<file path="src/hw/rst_pkg.sv">
`default_nettype none
// ==========================================================
// reset source tracker shared definitions
package rst_pkg;

    // ======================================================
    // special function register location
    localparam logic [7:0] CAUSE_REG_ADDR = 8'hEF;
    localparam logic [7:0] CAUSE_REG_PAGE = 8'h00;

    // ======================================================
    // field positions in reset_cause_and_enable
    localparam int BIT_UNUSED    = 7;
    localparam int BIT_FLASH     = 6;
    localparam int BIT_CMP       = 5;
    localparam int BIT_SW        = 4;
    localparam int BIT_WDT       = 3;
    localparam int BIT_CLK_LOSS  = 2;
    localparam int BIT_POR       = 1;
    localparam int BIT_PIN       = 0;

    // ======================================================
    // synchroniser lanes and their idle levels
    localparam int SYNC_W        = 4;
    localparam int SYNC_EXT_PIN  = 0;
    localparam int SYNC_CMP      = 1;
    localparam int SYNC_VDD_OK   = 2;
    localparam int SYNC_CLK_LOSS = 3;
    localparam logic [SYNC_W-1:0] SYNC_RST_VAL = 4'h7;

    // ======================================================
    // reset values
    localparam logic [6:0] CAUSE_POR_VAL = 7'h02;
    localparam logic       ENABLE_RST_VAL = 1'b0;

    // ======================================================
    // timing: system reset pulse width
    localparam int CLK_PERIOD_NS   = 10;
    localparam int RST_HOLD_NS     = 1000;
    localparam int RST_HOLD_CYCLES = (RST_HOLD_NS + CLK_PERIOD_NS - 1) / CLK_PERIOD_NS;

    // ======================================================
    // types
    typedef struct packed {
        logic       wr;
        logic       rd;
        logic [7:0] page;
        logic [7:0] addr;
        logic [7:0] wdata;
    } rst_sfr_req_t;

    // order matches bits 6..0 of the register
    typedef struct packed {
        logic flash;
        logic cmp;
        logic sw;
        logic wdt;
        logic clk_loss;
        logic por;
        logic pin;
    } rst_cause_t;

    typedef enum logic {
        ST_RUN,
        ST_HOLD
    } rst_state_t;

endpackage
`default_nettype wire

</file>
<file path="src/hw/rst_pin_sync.sv">
`timescale 1ns/1ps
`default_nettype none
// ==========================================================
// three-stage synchroniser; output moves once stages 2 and 3 agree
module rst_pin_sync #(
    parameter int              W       = 4,
    parameter logic [W-1:0]    RST_VAL = '0
) (
    input  wire logic         clk,
    input  wire logic         rst_n,
    input  wire logic [W-1:0] din,
    output logic      [W-1:0] dout
);

    logic [W-1:0] s1_ff;
    logic [W-1:0] s2_ff;
    logic [W-1:0] s3_ff;
    logic [W-1:0] out_ff;

    always_ff @(posedge clk or negedge rst_n) begin
        if (!rst_n) begin
            s1_ff <= RST_VAL;
            s2_ff <= RST_VAL;
            s3_ff <= RST_VAL;
        end else begin
            s1_ff <= din;
            s2_ff <= s1_ff;
            s3_ff <= s2_ff;
        end
    end

    generate
        for (genvar i = 0; i < W; i++) begin : g_lane
            always_ff @(posedge clk or negedge rst_n) begin
                if (!rst_n) begin
                    out_ff[i] <= RST_VAL[i];
                end else if (s2_ff[i] == s3_ff[i]) begin
                    out_ff[i] <= s3_ff[i];
                end
            end
        end
    endgenerate

    assign dout = out_ff;

endmodule // rst_pin_sync
`default_nettype wire

</file>
<file path="src/hw/rst_source_tracker.sv">
// Function
// - register decoded at address 0xEF, page 0x00
// - bit 6 reads 1 after flash fault reset
// - bit 5 write 1 arms comparator reset
// - bit 5 reads 1 after comparator reset
// - writing 1 to bit 4 forces reset
// - bit 4 reads 1 only after software reset
// - bit 3 reads 1 after watchdog reset
// - bit 2 write 1 arms clock-loss detector
// - armed detector resets on stopped clock
// - bit 2 reads 1 after clock-loss reset
// - bit 1 write 1 arms supply monitor
// - bit 1 set by power-on/monitor reset
// - bit 0 reads 1 after pin reset
// - bit 7 reads zero, writes ignored
// - writing 0 disarms clock-loss detector
// - armed comparator low forces one reset, which disarms it
// - internal resets never drive reset pin
`timescale 1ns/1ps
`default_nettype none
module rst_source_tracker
    import rst_pkg::*;
#(
    parameter int unsigned HOLD_CYCLES = RST_HOLD_CYCLES
) (
    input  wire logic         clk,
    input  wire logic         rst_n,
    input  wire rst_sfr_req_t sfr_req,
    output logic [7:0]        sfr_rdata,
    output logic              sfr_rvalid,
    input  wire logic         ext_rst_pin_n,
    input  wire logic         cmp_out,
    input  wire logic         vdd_ok,
    input  wire logic         clk_loss_timeout,
    input  wire logic         wdt_overflow,
    input  wire logic         flash_fault,
    output logic              sys_rst_req
);

    localparam int HOLD_W = $clog2(HOLD_CYCLES + 1);

    // ======================================================
    // storage
    rst_state_t        state_ff;
    logic [HOLD_W-1:0] hold_cnt_ff;
    logic              sys_rst_ff;
    rst_cause_t        cause_ff;
    logic              cmp_en_ff;
    logic              clk_loss_en_ff;
    logic              vdd_en_ff;
    logic [7:0]        rdata_ff;
    logic              rvalid_ff;

    logic [SYNC_W-1:0] sync_q;
    logic              sfr_hit;
    logic              wr_hit;
    rst_cause_t        req;
    rst_cause_t        cause_sel;
    logic              any_req;
    logic              capture;
    logic              release_ok;

    // ======================================================
    // asynchronous inputs; the pin is only ever sampled, never driven
    rst_pin_sync #(
        .W       (SYNC_W),
        .RST_VAL (SYNC_RST_VAL)
    ) u_sync (
        .clk   (clk),
        .rst_n (rst_n),
        .din   ({clk_loss_timeout, vdd_ok, cmp_out, ext_rst_pin_n}),
        .dout  (sync_q)
    );

    // ======================================================
    // register decode
    assign sfr_hit = (sfr_req.addr == CAUSE_REG_ADDR) && (sfr_req.page == CAUSE_REG_PAGE);
    // the core sits in reset during hold, so writes then are dropped
    assign wr_hit  = sfr_req.wr && sfr_hit && (state_ff == ST_RUN);

    // ======================================================
    // reset requests
    always_comb begin
        req          = '0;
        req.pin      = !sync_q[SYNC_EXT_PIN];
        req.por      = vdd_en_ff && !sync_q[SYNC_VDD_OK];
        req.clk_loss = clk_loss_en_ff && sync_q[SYNC_CLK_LOSS];
        req.cmp      = cmp_en_ff && !sync_q[SYNC_CMP];
        req.wdt      = wdt_overflow;
        req.flash    = flash_fault;
        req.sw       = wr_hit && sfr_req.wdata[BIT_SW];
    end

    // one cause recorded; the pin outranks all, software is last
    always_comb begin
        cause_sel = '0;
        if (req.pin) begin
            cause_sel.pin = 1'b1;
        end else if (req.por) begin
            cause_sel.por = 1'b1;
        end else if (req.clk_loss) begin
            cause_sel.clk_loss = 1'b1;
        end else if (req.cmp) begin
            cause_sel.cmp = 1'b1;
        end else if (req.wdt) begin
            cause_sel.wdt = 1'b1;
        end else if (req.flash) begin
            cause_sel.flash = 1'b1;
        end else if (req.sw) begin
            cause_sel.sw = 1'b1;
        end
    end

    assign any_req    = |req;
    assign capture    = (state_ff == ST_RUN) && any_req;
    // a held pin keeps the chip in reset past the minimum width
    assign release_ok = (hold_cnt_ff == '0) && sync_q[SYNC_EXT_PIN];

    // ======================================================
    // reset sequencer
    always_ff @(posedge clk or negedge rst_n) begin
        if (!rst_n) begin
            state_ff <= ST_RUN;
        end else begin
            case (state_ff)
                ST_RUN: begin
                    if (any_req) begin
                        state_ff <= ST_HOLD;
                    end
                end
                ST_HOLD: begin
                    if (release_ok) begin
                        state_ff <= ST_RUN;
                    end
                end
                default: begin
                    state_ff <= ST_RUN;
                end
            endcase
        end
    end

    always_ff @(posedge clk or negedge rst_n) begin
        if (!rst_n) begin
            hold_cnt_ff <= '0;
        end else if (capture) begin
            hold_cnt_ff <= HOLD_W'(HOLD_CYCLES - 1);
        end else if (hold_cnt_ff != '0) begin
            hold_cnt_ff <= hold_cnt_ff - 1'b1;
        end
    end

    always_ff @(posedge clk or negedge rst_n) begin
        if (!rst_n) begin
            sys_rst_ff <= 1'b0;
        end else if (capture) begin
            sys_rst_ff <= 1'b1;
        end else if ((state_ff == ST_HOLD) && release_ok) begin
            sys_rst_ff <= 1'b0;
        end
    end

    // ======================================================
    // cause flags: cleared only by power-on, rewritten on each reset
    always_ff @(posedge clk or negedge rst_n) begin
        if (!rst_n) begin
            cause_ff <= CAUSE_POR_VAL;
        end else if (capture) begin
            cause_ff <= cause_sel;
        end
    end

    // ======================================================
    // source enables; any captured reset, pin included, disarms the comparator and clock-loss sources
    always_ff @(posedge clk or negedge rst_n) begin
        if (!rst_n) begin
            cmp_en_ff      <= ENABLE_RST_VAL;
            clk_loss_en_ff <= ENABLE_RST_VAL;
        end else if (capture) begin
            cmp_en_ff      <= ENABLE_RST_VAL;
            clk_loss_en_ff <= ENABLE_RST_VAL;
        end else if (wr_hit) begin
            cmp_en_ff      <= sfr_req.wdata[BIT_CMP];
            clk_loss_en_ff <= sfr_req.wdata[BIT_CLK_LOSS];
        end
    end

    // monitor stays armed across non-power-on resets
    always_ff @(posedge clk or negedge rst_n) begin
        if (!rst_n) begin
            vdd_en_ff <= ENABLE_RST_VAL;
        end else if (wr_hit && !capture) begin
            vdd_en_ff <= sfr_req.wdata[BIT_POR];
        end
    end

    // ======================================================
    // read path: bit 5 and bit 2 return flags, not enables
    always_ff @(posedge clk or negedge rst_n) begin
        if (!rst_n) begin
            rdata_ff  <= '0;
            rvalid_ff <= 1'b0;
        end else begin
            rvalid_ff <= sfr_req.rd;
            if (sfr_req.rd && sfr_hit) begin
                rdata_ff <= {1'b0, cause_ff};
            end else begin
                rdata_ff <= '0;
            end
        end
    end

    assign sfr_rdata   = rdata_ff;
    assign sfr_rvalid  = rvalid_ff;
    assign sys_rst_req = sys_rst_ff;
endmodule // rst_source_tracker
`default_nettype wire

</file>
<file path="config.mk">
export PLATFORM = sky130hd
export DESIGN_NAME = rst_source_tracker
export DESIGN_NICKNAME = d
export VERILOG_FILES = /design/src/hw/rst_pkg.sv /design/src/hw/rst_pin_sync.sv /design/src/hw/rst_source_tracker.sv
export SDC_FILE = /design/constraint.sdc
export NUM_CORES = 1
export LEC_CHECK = 0
export BUFFER_PORTS_ARGS = -buffer_cell sky130_fd_sc_hd__buf_2
export CELL_PAD_IN_SITES_DETAIL_PLACEMENT = 1
export CELL_PAD_IN_SITES_GLOBAL_PLACEMENT = 1
export CORE_ASPECT_RATIO = 1.4
export CORE_MARGIN = 2
export CORE_UTILIZATION = 43
export CTS_BUF_LIST = sky130_fd_sc_hd__clkbuf_2 sky130_fd_sc_hd__clkbuf_4 sky130_fd_sc_hd__clkbuf_8
export CTS_CLUSTER_SIZE = 20
export DETAILED_ROUTE_END_ITERATION = 7
export PLACE_DENSITY_LB_ADDON = 0.1
export SYNTH_ARGS = -nofsm -noshare
export SYNTH_HDL_FRONTEND = slang
export SYNTH_SLANG_ARGS = --single-unit
export TNS_END_PERCENT = 5
</file>
<file path="constraint.sdc">
create_clock -name clk -period 2.2 [get_ports clk]
set_input_delay 0.55 -clock clk [delete_from_list [all_inputs] [get_ports clk]]
set_output_delay 0.55 -clock clk [all_outputs]
set_load 0.03 [all_outputs]
</file>
==> impl_metrics.ini, run 1 <==
[sta]
period_minus_slack_ns = 1.981
skew_ns = 0.003786
drv_slew = 0
whs_ns = 0.1934
relSlewSlack_pct = 61.82
hold_violations = 0
worst_pin_slew_ns = 0.5696
rsz0062_at_grt = false
period_share_pct = 90.05
setup_viol = 0
tns_ns = 0
fmax_mhz = 504.8

[grt]
first_global_vias = 1202
grt_max_degree = 22
grt_pass1_wl_um = 5520
antenna_found_initial = 0
gr-usage-all-layers_pct = 16.44
overflow = 0

[placed_design]
place_congestion = 0.7186
dp_hpwl_um = 2529
port_buffers = 38
dp.cells = 214
post_dp_cell_area_um2 = 1976

[clock_tree]
cts-resized-gates = 0
clockBufferDepth = 2
cts_hold_buf = 0
cts_buffers = 5
cts_tree = built
cts_num_sinks = 43
postCtsSetupRepairBufs = 0
htreeDepth = 2
path_clk_slew_ns = 0.08
root_buffer = clkbuf_8
clk_latency_ns = 0.29

[power_and_ir_drop]
p_seq_share_pct = 58.6
cellPowerDensity_nw_per_um2 = 776.4
cellLeakagePower_nw = 1.021
switchingPower_w = 0.0004041
internal_power_w = 0.001195
combPwrFrac_pct = 12.0
ir_drop_mv = 0.5196
pwr-share-clk_pct = 29.4
sw_frac_of_total_pct = 25.27

[logic_synthesis]
ys_top_cells_by_count = dfrtp_1 (30), dfstp_2 (13), nor2_1 (11)
yosysMostFrequentCell = dfrtp_1
synth_seq_area_share_pct = 63.91
syn_avg_cell_area_um2 = 13.25
ys_ff_latch = 43
yosysTopAreaCell = dfrtp_1
netlist_area_um2 = 1709
yosysWarnings = 0
syn_nets = 164
netlist_top_cells_area = dfrtp_1 (44%), dfstp_2 (20%), mux2_2 (3.3%)
synthCells = 129
ys.flop_type = dfrtp_1
async_flop_share_pct = 100.0
ys_types = 36
yosys.area.top_type_share_pct = 43.92
synth_edf_count = 0

[status]
status = finished clean

[detailed_routing]
ant_nets = 0
dr.pass1.iters = 4
wirelength_um = 3210
num_vias = 1128
drtIter0Drc = 36
drc = 0
via_per_inst = 5.081
post_drt_wl_per_cell_um = 14.46

[critical_path]
crit_required_ns = 2.38
cpMaxStageDelayCell = or4b_4
cp_cell_sequence = buf_2 > or4b_4 > nor4_4 > buf_4 > and4bb_2 > mux2_2
max_stage_delay_ns = 0.54
rr_worst_depth = 6
cp-end-kind = register
crit_type = input port to register
cp_max_fo = 4
arrival_ns = 2.16
cp-start-kind = input port

[floorplan]
chipWidth_um = 57.29
rows = 27
boundaryPins = 44
die_area_um2 = 4502
start_util_pct = 43.99
dieHeight_um = 78.60
core_region_area_um2 = 3885

[cells_and_area]
antenna_cells = 0
fillers = 430
area.sequential_um2 = 1092
fin_cells = 222
syn_to_final_growth_pct = 20.50
fin_area_um2 = 2059
nNetsFinal = 213
multi_input_area_um2 = 568.0
drive_gt1_share_pct = 43.58

[worst_hold_path]
hp-class = input port to async pin

[job]
drv_cap = 0
## metal layers
layer	up-vias	track usage [%]	part of all wire (%)
li1	530	-	-
met1	561	17.54	39
met2	31	29.08	53
met3	6	4.448	5.3
met4	0	8.372	2.4
met5	-	0	0
## critical path: cells and delay by family
kind	cells	cell delay [ns]
buf+inv	2	0.27
simple gates	3	1.00
mux	1	0.33
## cell families (layout without fill, tap and decap cells)
kind of cell	Yosys count	count (layout)	synth area share [%]
xor gates and xnor gates	4	4	2.050
adders and majority gates	5	5	3.075
other	1	1	0.2194
buffers and inverters	9	59	2.855
AOI/OAI and AO/OA	6	6	2.123
and+or+nand+nor	52	52	19.84
DFF	43	43	63.91
muxes	9	9	5.929
## path summary, 6_finish.rpt
kind                                  from               to  slack (ns)
min in group clk             ext_rst_pin_n  u_sync.s1_ff[0]        0.35
hold reg to reg            u_sync.s1_ff[0]  u_sync.s2_ff[0]        0.36
setup / recovery               sfr_req[17]        vdd_en_ff        0.22
max in group asynchronous            rst_n   u_sync.dout[0]        1.40
setup reg to reg            u_sync.dout[2]   hold_cnt_ff[1]        0.23
hold / removal                       rst_n      cause_ff[6]        0.19
## layout make-up
type	count	share of cell area (%)
clock inverters	3	0.7290
repair buffers	44	11.42
multi-input cells	77	27.58
well taps	43	2.612
inverters	7	1.276
flip-flops and latches	43	53.04
clock buffers	5	3.341
## through the flow
step | utilization [%] | setup slack [ns] | total power [W]
3_3_place_gp | 50.85 | -0.07153 | 0.001128
6_report | 53.01 | 0.2189 | 0.001599
5_1_grt | 53.01 | 0.1565 | 0.001684
2_1_floorplan | - | -0.05652 | 0.001062
3_5_place_dp | 50.85 | -0.1027 | 0.001149
4_1_cts | 53.01 | 0.2112 | 0.001633
## placed cells by master, fill, tap and decap left out, types with 2 or more instances in the layout
cell,n
mux2_2,5
buf_2,38
o21ai_0,2
and3_1,7
buf_4,6
nand2_1,5
mux2i_1,3
clkbuf_8,5
xnor2_1,4
or3_1,2
nor2b_1,3
nand3_1,3
nand4_1,2
dfrtp_1,30
dfstp_2,13
a21oi_1,2
inv_1,7
nor2_1,11
maj3_1,4
nand2b_1,7
clkinv_2,3
## state kept, by name, indices dropped and copies added (netlist names)
register	cells
cause_ff	7
hold_cnt_ff	7
sfr_rdata	7
u_sync.dout	4
u_sync.s1_ff	4
u_sync.s2_ff	4
u_sync.s3_ff	4
clk_loss_en_ff	1
cmp_en_ff	1
sfr_rvalid	1
state_ff	1
sys_rst_req	1
vdd_en_ff	1
## power by group through the flow
stage | registers (W) | logic, W | clock network (W)
2_1_floorplan | 0.000938 | 0.000124 | 0
3_3_place_gp | 0.000945 | 0.000183 | 0
3_5_place_dp | 0.000954 | 0.000196 | 0
4_1_cts | 0.000939 | 0.000198 | 0.000497
5_1_grt | 0.000948 | 0.000221 | 0.000515
6_report | 0.000937 | 0.000192 | 0.000470
Note: power is estimated with default switching activity, not from simulation.
==> run 2, diff against run 1 <==
- SYNTH_HIERARCHICAL: not set -> 1
==> impl_metrics.ini, run 2 <==
[status]
status = finished clean

[worst_hold_path]
hp-class = input port to async pin

[critical_path]
crit_type = input port to register
cp-start-kind = input port
cp-end-kind = register
r2r_start = hold_cnt_ff[0]
r2r_setup_slack_ns = 0.34
rr_worst_depth = 6
cp_max_fo = 8
timing.rr.end = hold_cnt_ff[1]
arrival_ns = 2.16
startpoint = sfr_req[18]
crit_required_ns = 2.41

[grt]
overflow = 0
first_global_vias = 1256
gr-usage-all-layers_pct = 16.82
grt_max_degree = 44
antenna_found_initial = 0
grt_pass1_wl_um = 5685

[logic_synthesis]
synth_seq_area_share_pct = 63.68
ys.flop_type = dfrtp_1
yosys.area.top_type_share_pct = 43.76
synth_edf_count = 0
netlist_top_cells_area = dfrtp_1 (44%), dfstp_2 (20%), and3_1 (2.9%)
netlist_area_um2 = 1715
syn_nets = 169
synthCells = 134
yosysWarnings = 6
yosysMostFrequentCell = dfrtp_1
yosysTopAreaCell = dfrtp_1
ys_top_cells_by_count = dfrtp_1 (30), dfstp_2 (13), nand2_1 (11), nor2_1 (9), and3_1 (8)
ys_types = 35
ys_ff_latch = 43
async_flop_share_pct = 100.0
syn_avg_cell_area_um2 = 12.80

[placed_design]
dp_hpwl_um = 2530
dp.cells = 221
port_buffers = 38
dp_slack_ns = -0.07415
place_congestion = 0.7824

[sta]
fmax_mhz = 512.8
period_minus_slack_ns = 1.950
hold_violations = 0
worst_pin_slew_ns = 0.5477
whs_ns = 0.3041
setup_viol = 0
period_share_pct = 88.64
postLayoutSetupSlackWorst_ns = 0.2500
relSlewSlack_pct = 63.29
skew_ns = 0.009536
tns_ns = 0
drv_slew = 0
rsz0062_at_grt = false

[detailed_routing]
via_per_inst = 5.096
drtIter0Drc = 17
dr.pass1.iters = 4
wirelength_um = 3364
drc = 0
post_drt_wl_per_cell_um = 14.69
num_vias = 1167
ant_nets = 0

[power_and_ir_drop]
cellPowerDensity_nw_per_um2 = 719.5
finalPower_w = 0.001524
cellLeakagePower_nw = 1.078
ir_drop_mv = 0.5467

[job]
drv_cap = 0

[cells_and_area]
syn_to_final_growth_pct = 23.49
drive_gt1_share_pct = 43.01
nNetsFinal = 220
antenna_cells = 0
final_cell_mix = buf_2 (38), dfrtp_1 (30), dfstp_2 (13)
final_common_cell = buf_2
fin_cells = 229
fillers = 410

[floorplan]
boundaryPins = 44
core_region_area_um2 = 3885
die_area_um2 = 4518
start_util_pct = 44.15
chipWidth_um = 57.38
dieHeight_um = 78.73
rows = 27

[clock_tree]
root_buffer = clkbuf_8
htreeDepth = 2
clk_latency_ns = 0.30
cts-resized-gates = 0
cts_hold_buf = 0
postCtsSetupRepairBufs = 0
cts_num_sinks = 43
cts_tree = built
cts_buffers = 5
clockBufferDepth = 2
path_clk_slew_ns = 0.08
-- run 2: changes by cell type in the layout (fill, tap and decap cells not counted), moves of 3 or more --
cell,delta
maj3_1,-4
mux2_2,-5
clkinv_2,-3
nand2_1,+6
nor3_1,+6
maj3_2,+4
nand2b_1,-4
-- run 2: report_power, final --
| part | internal, W | switching (W) | total [W] | leakage (nW) |
|---|---|---|---|---|
| sequential | 0.000820 | 0.00000945 | 0.000830 | 0.514 |
| combinational | 0.0000378 | 0.0000430 | 0.0000808 | 0.509 |
| clock | 0.000351 | 0.000263 | 0.000614 | 0.0548 |
| total | 0.00121 | 0.000315 | 0.00152 | 1.08 |
-- run 2: cell type report --
cell class                 count  area (µm²)  area share [%]
multi-input combinational     83       585.6           27.64
clock inverter                 2       37.54           1.772
tap                           43       53.80           2.540
inverter                       6       22.52           1.063
timing repair buffer          46       250.2           11.81
clock buffer                   6       76.32           3.603
sequential                    43        1092           51.57
-- run 2: worst max-delay path by stage --
| stage | end | cells past startpoint | slack [ns] |
|---|---|---|---|
| global placement | vdd_en_ff | 6 | -0.11 |
| CTS | sys_rst_req | 7 | 0.24 |
| finish | sys_rst_req | 7 | 0.25 |
| floorplan | cause_ff[2] | 6 | -0.03 |
| detailed placement | cause_ff[5] | 6 | -0.07 |
| global route | vdd_en_ff | 6 | 0.15 |
-- run 2: metal layers --
| layer | up-vias | wire length (µm) | track usage [%] |
|---|---|---|---|
| li1 | 555 | - | - |
| met1 | 587 | 1282 | 18.29 |
| met2 | 19 | 1915 | 29.89 |
| met3 | 6 | 104 | 3.420 |
| met4 | 0 | 62 | 9.070 |
| met5 | - | 0 | 0 |
-- run 2: worst max-delay path: stages --
cell and delay, ns:
buf_2 0.10, or4_4 0.53, nor4_4 0.29, and3_1 0.28
buf_4 0.18, nor3_1 0.06, o21ai_0 0.16
-- run 2: cells by family after synthesis --
kind of cell	Yosys count	share of synthesized area, %
fa+ha+maj	5	3.355
xor+xnor	4	2.042
flops	43	63.68
compound gates	7	2.334
other cells	1	0.2186
mux	9	6.200
buf+inv	8	2.407
simple gates	57	19.77
-- run 2: through the flow --
stage	instance area, µm²	util [%]
floorplan	1719	-
global placement	2004	51.59
detailed placement	2004	51.59
CTS	2118	54.53
global route	2118	54.53
finish	2118	54.53
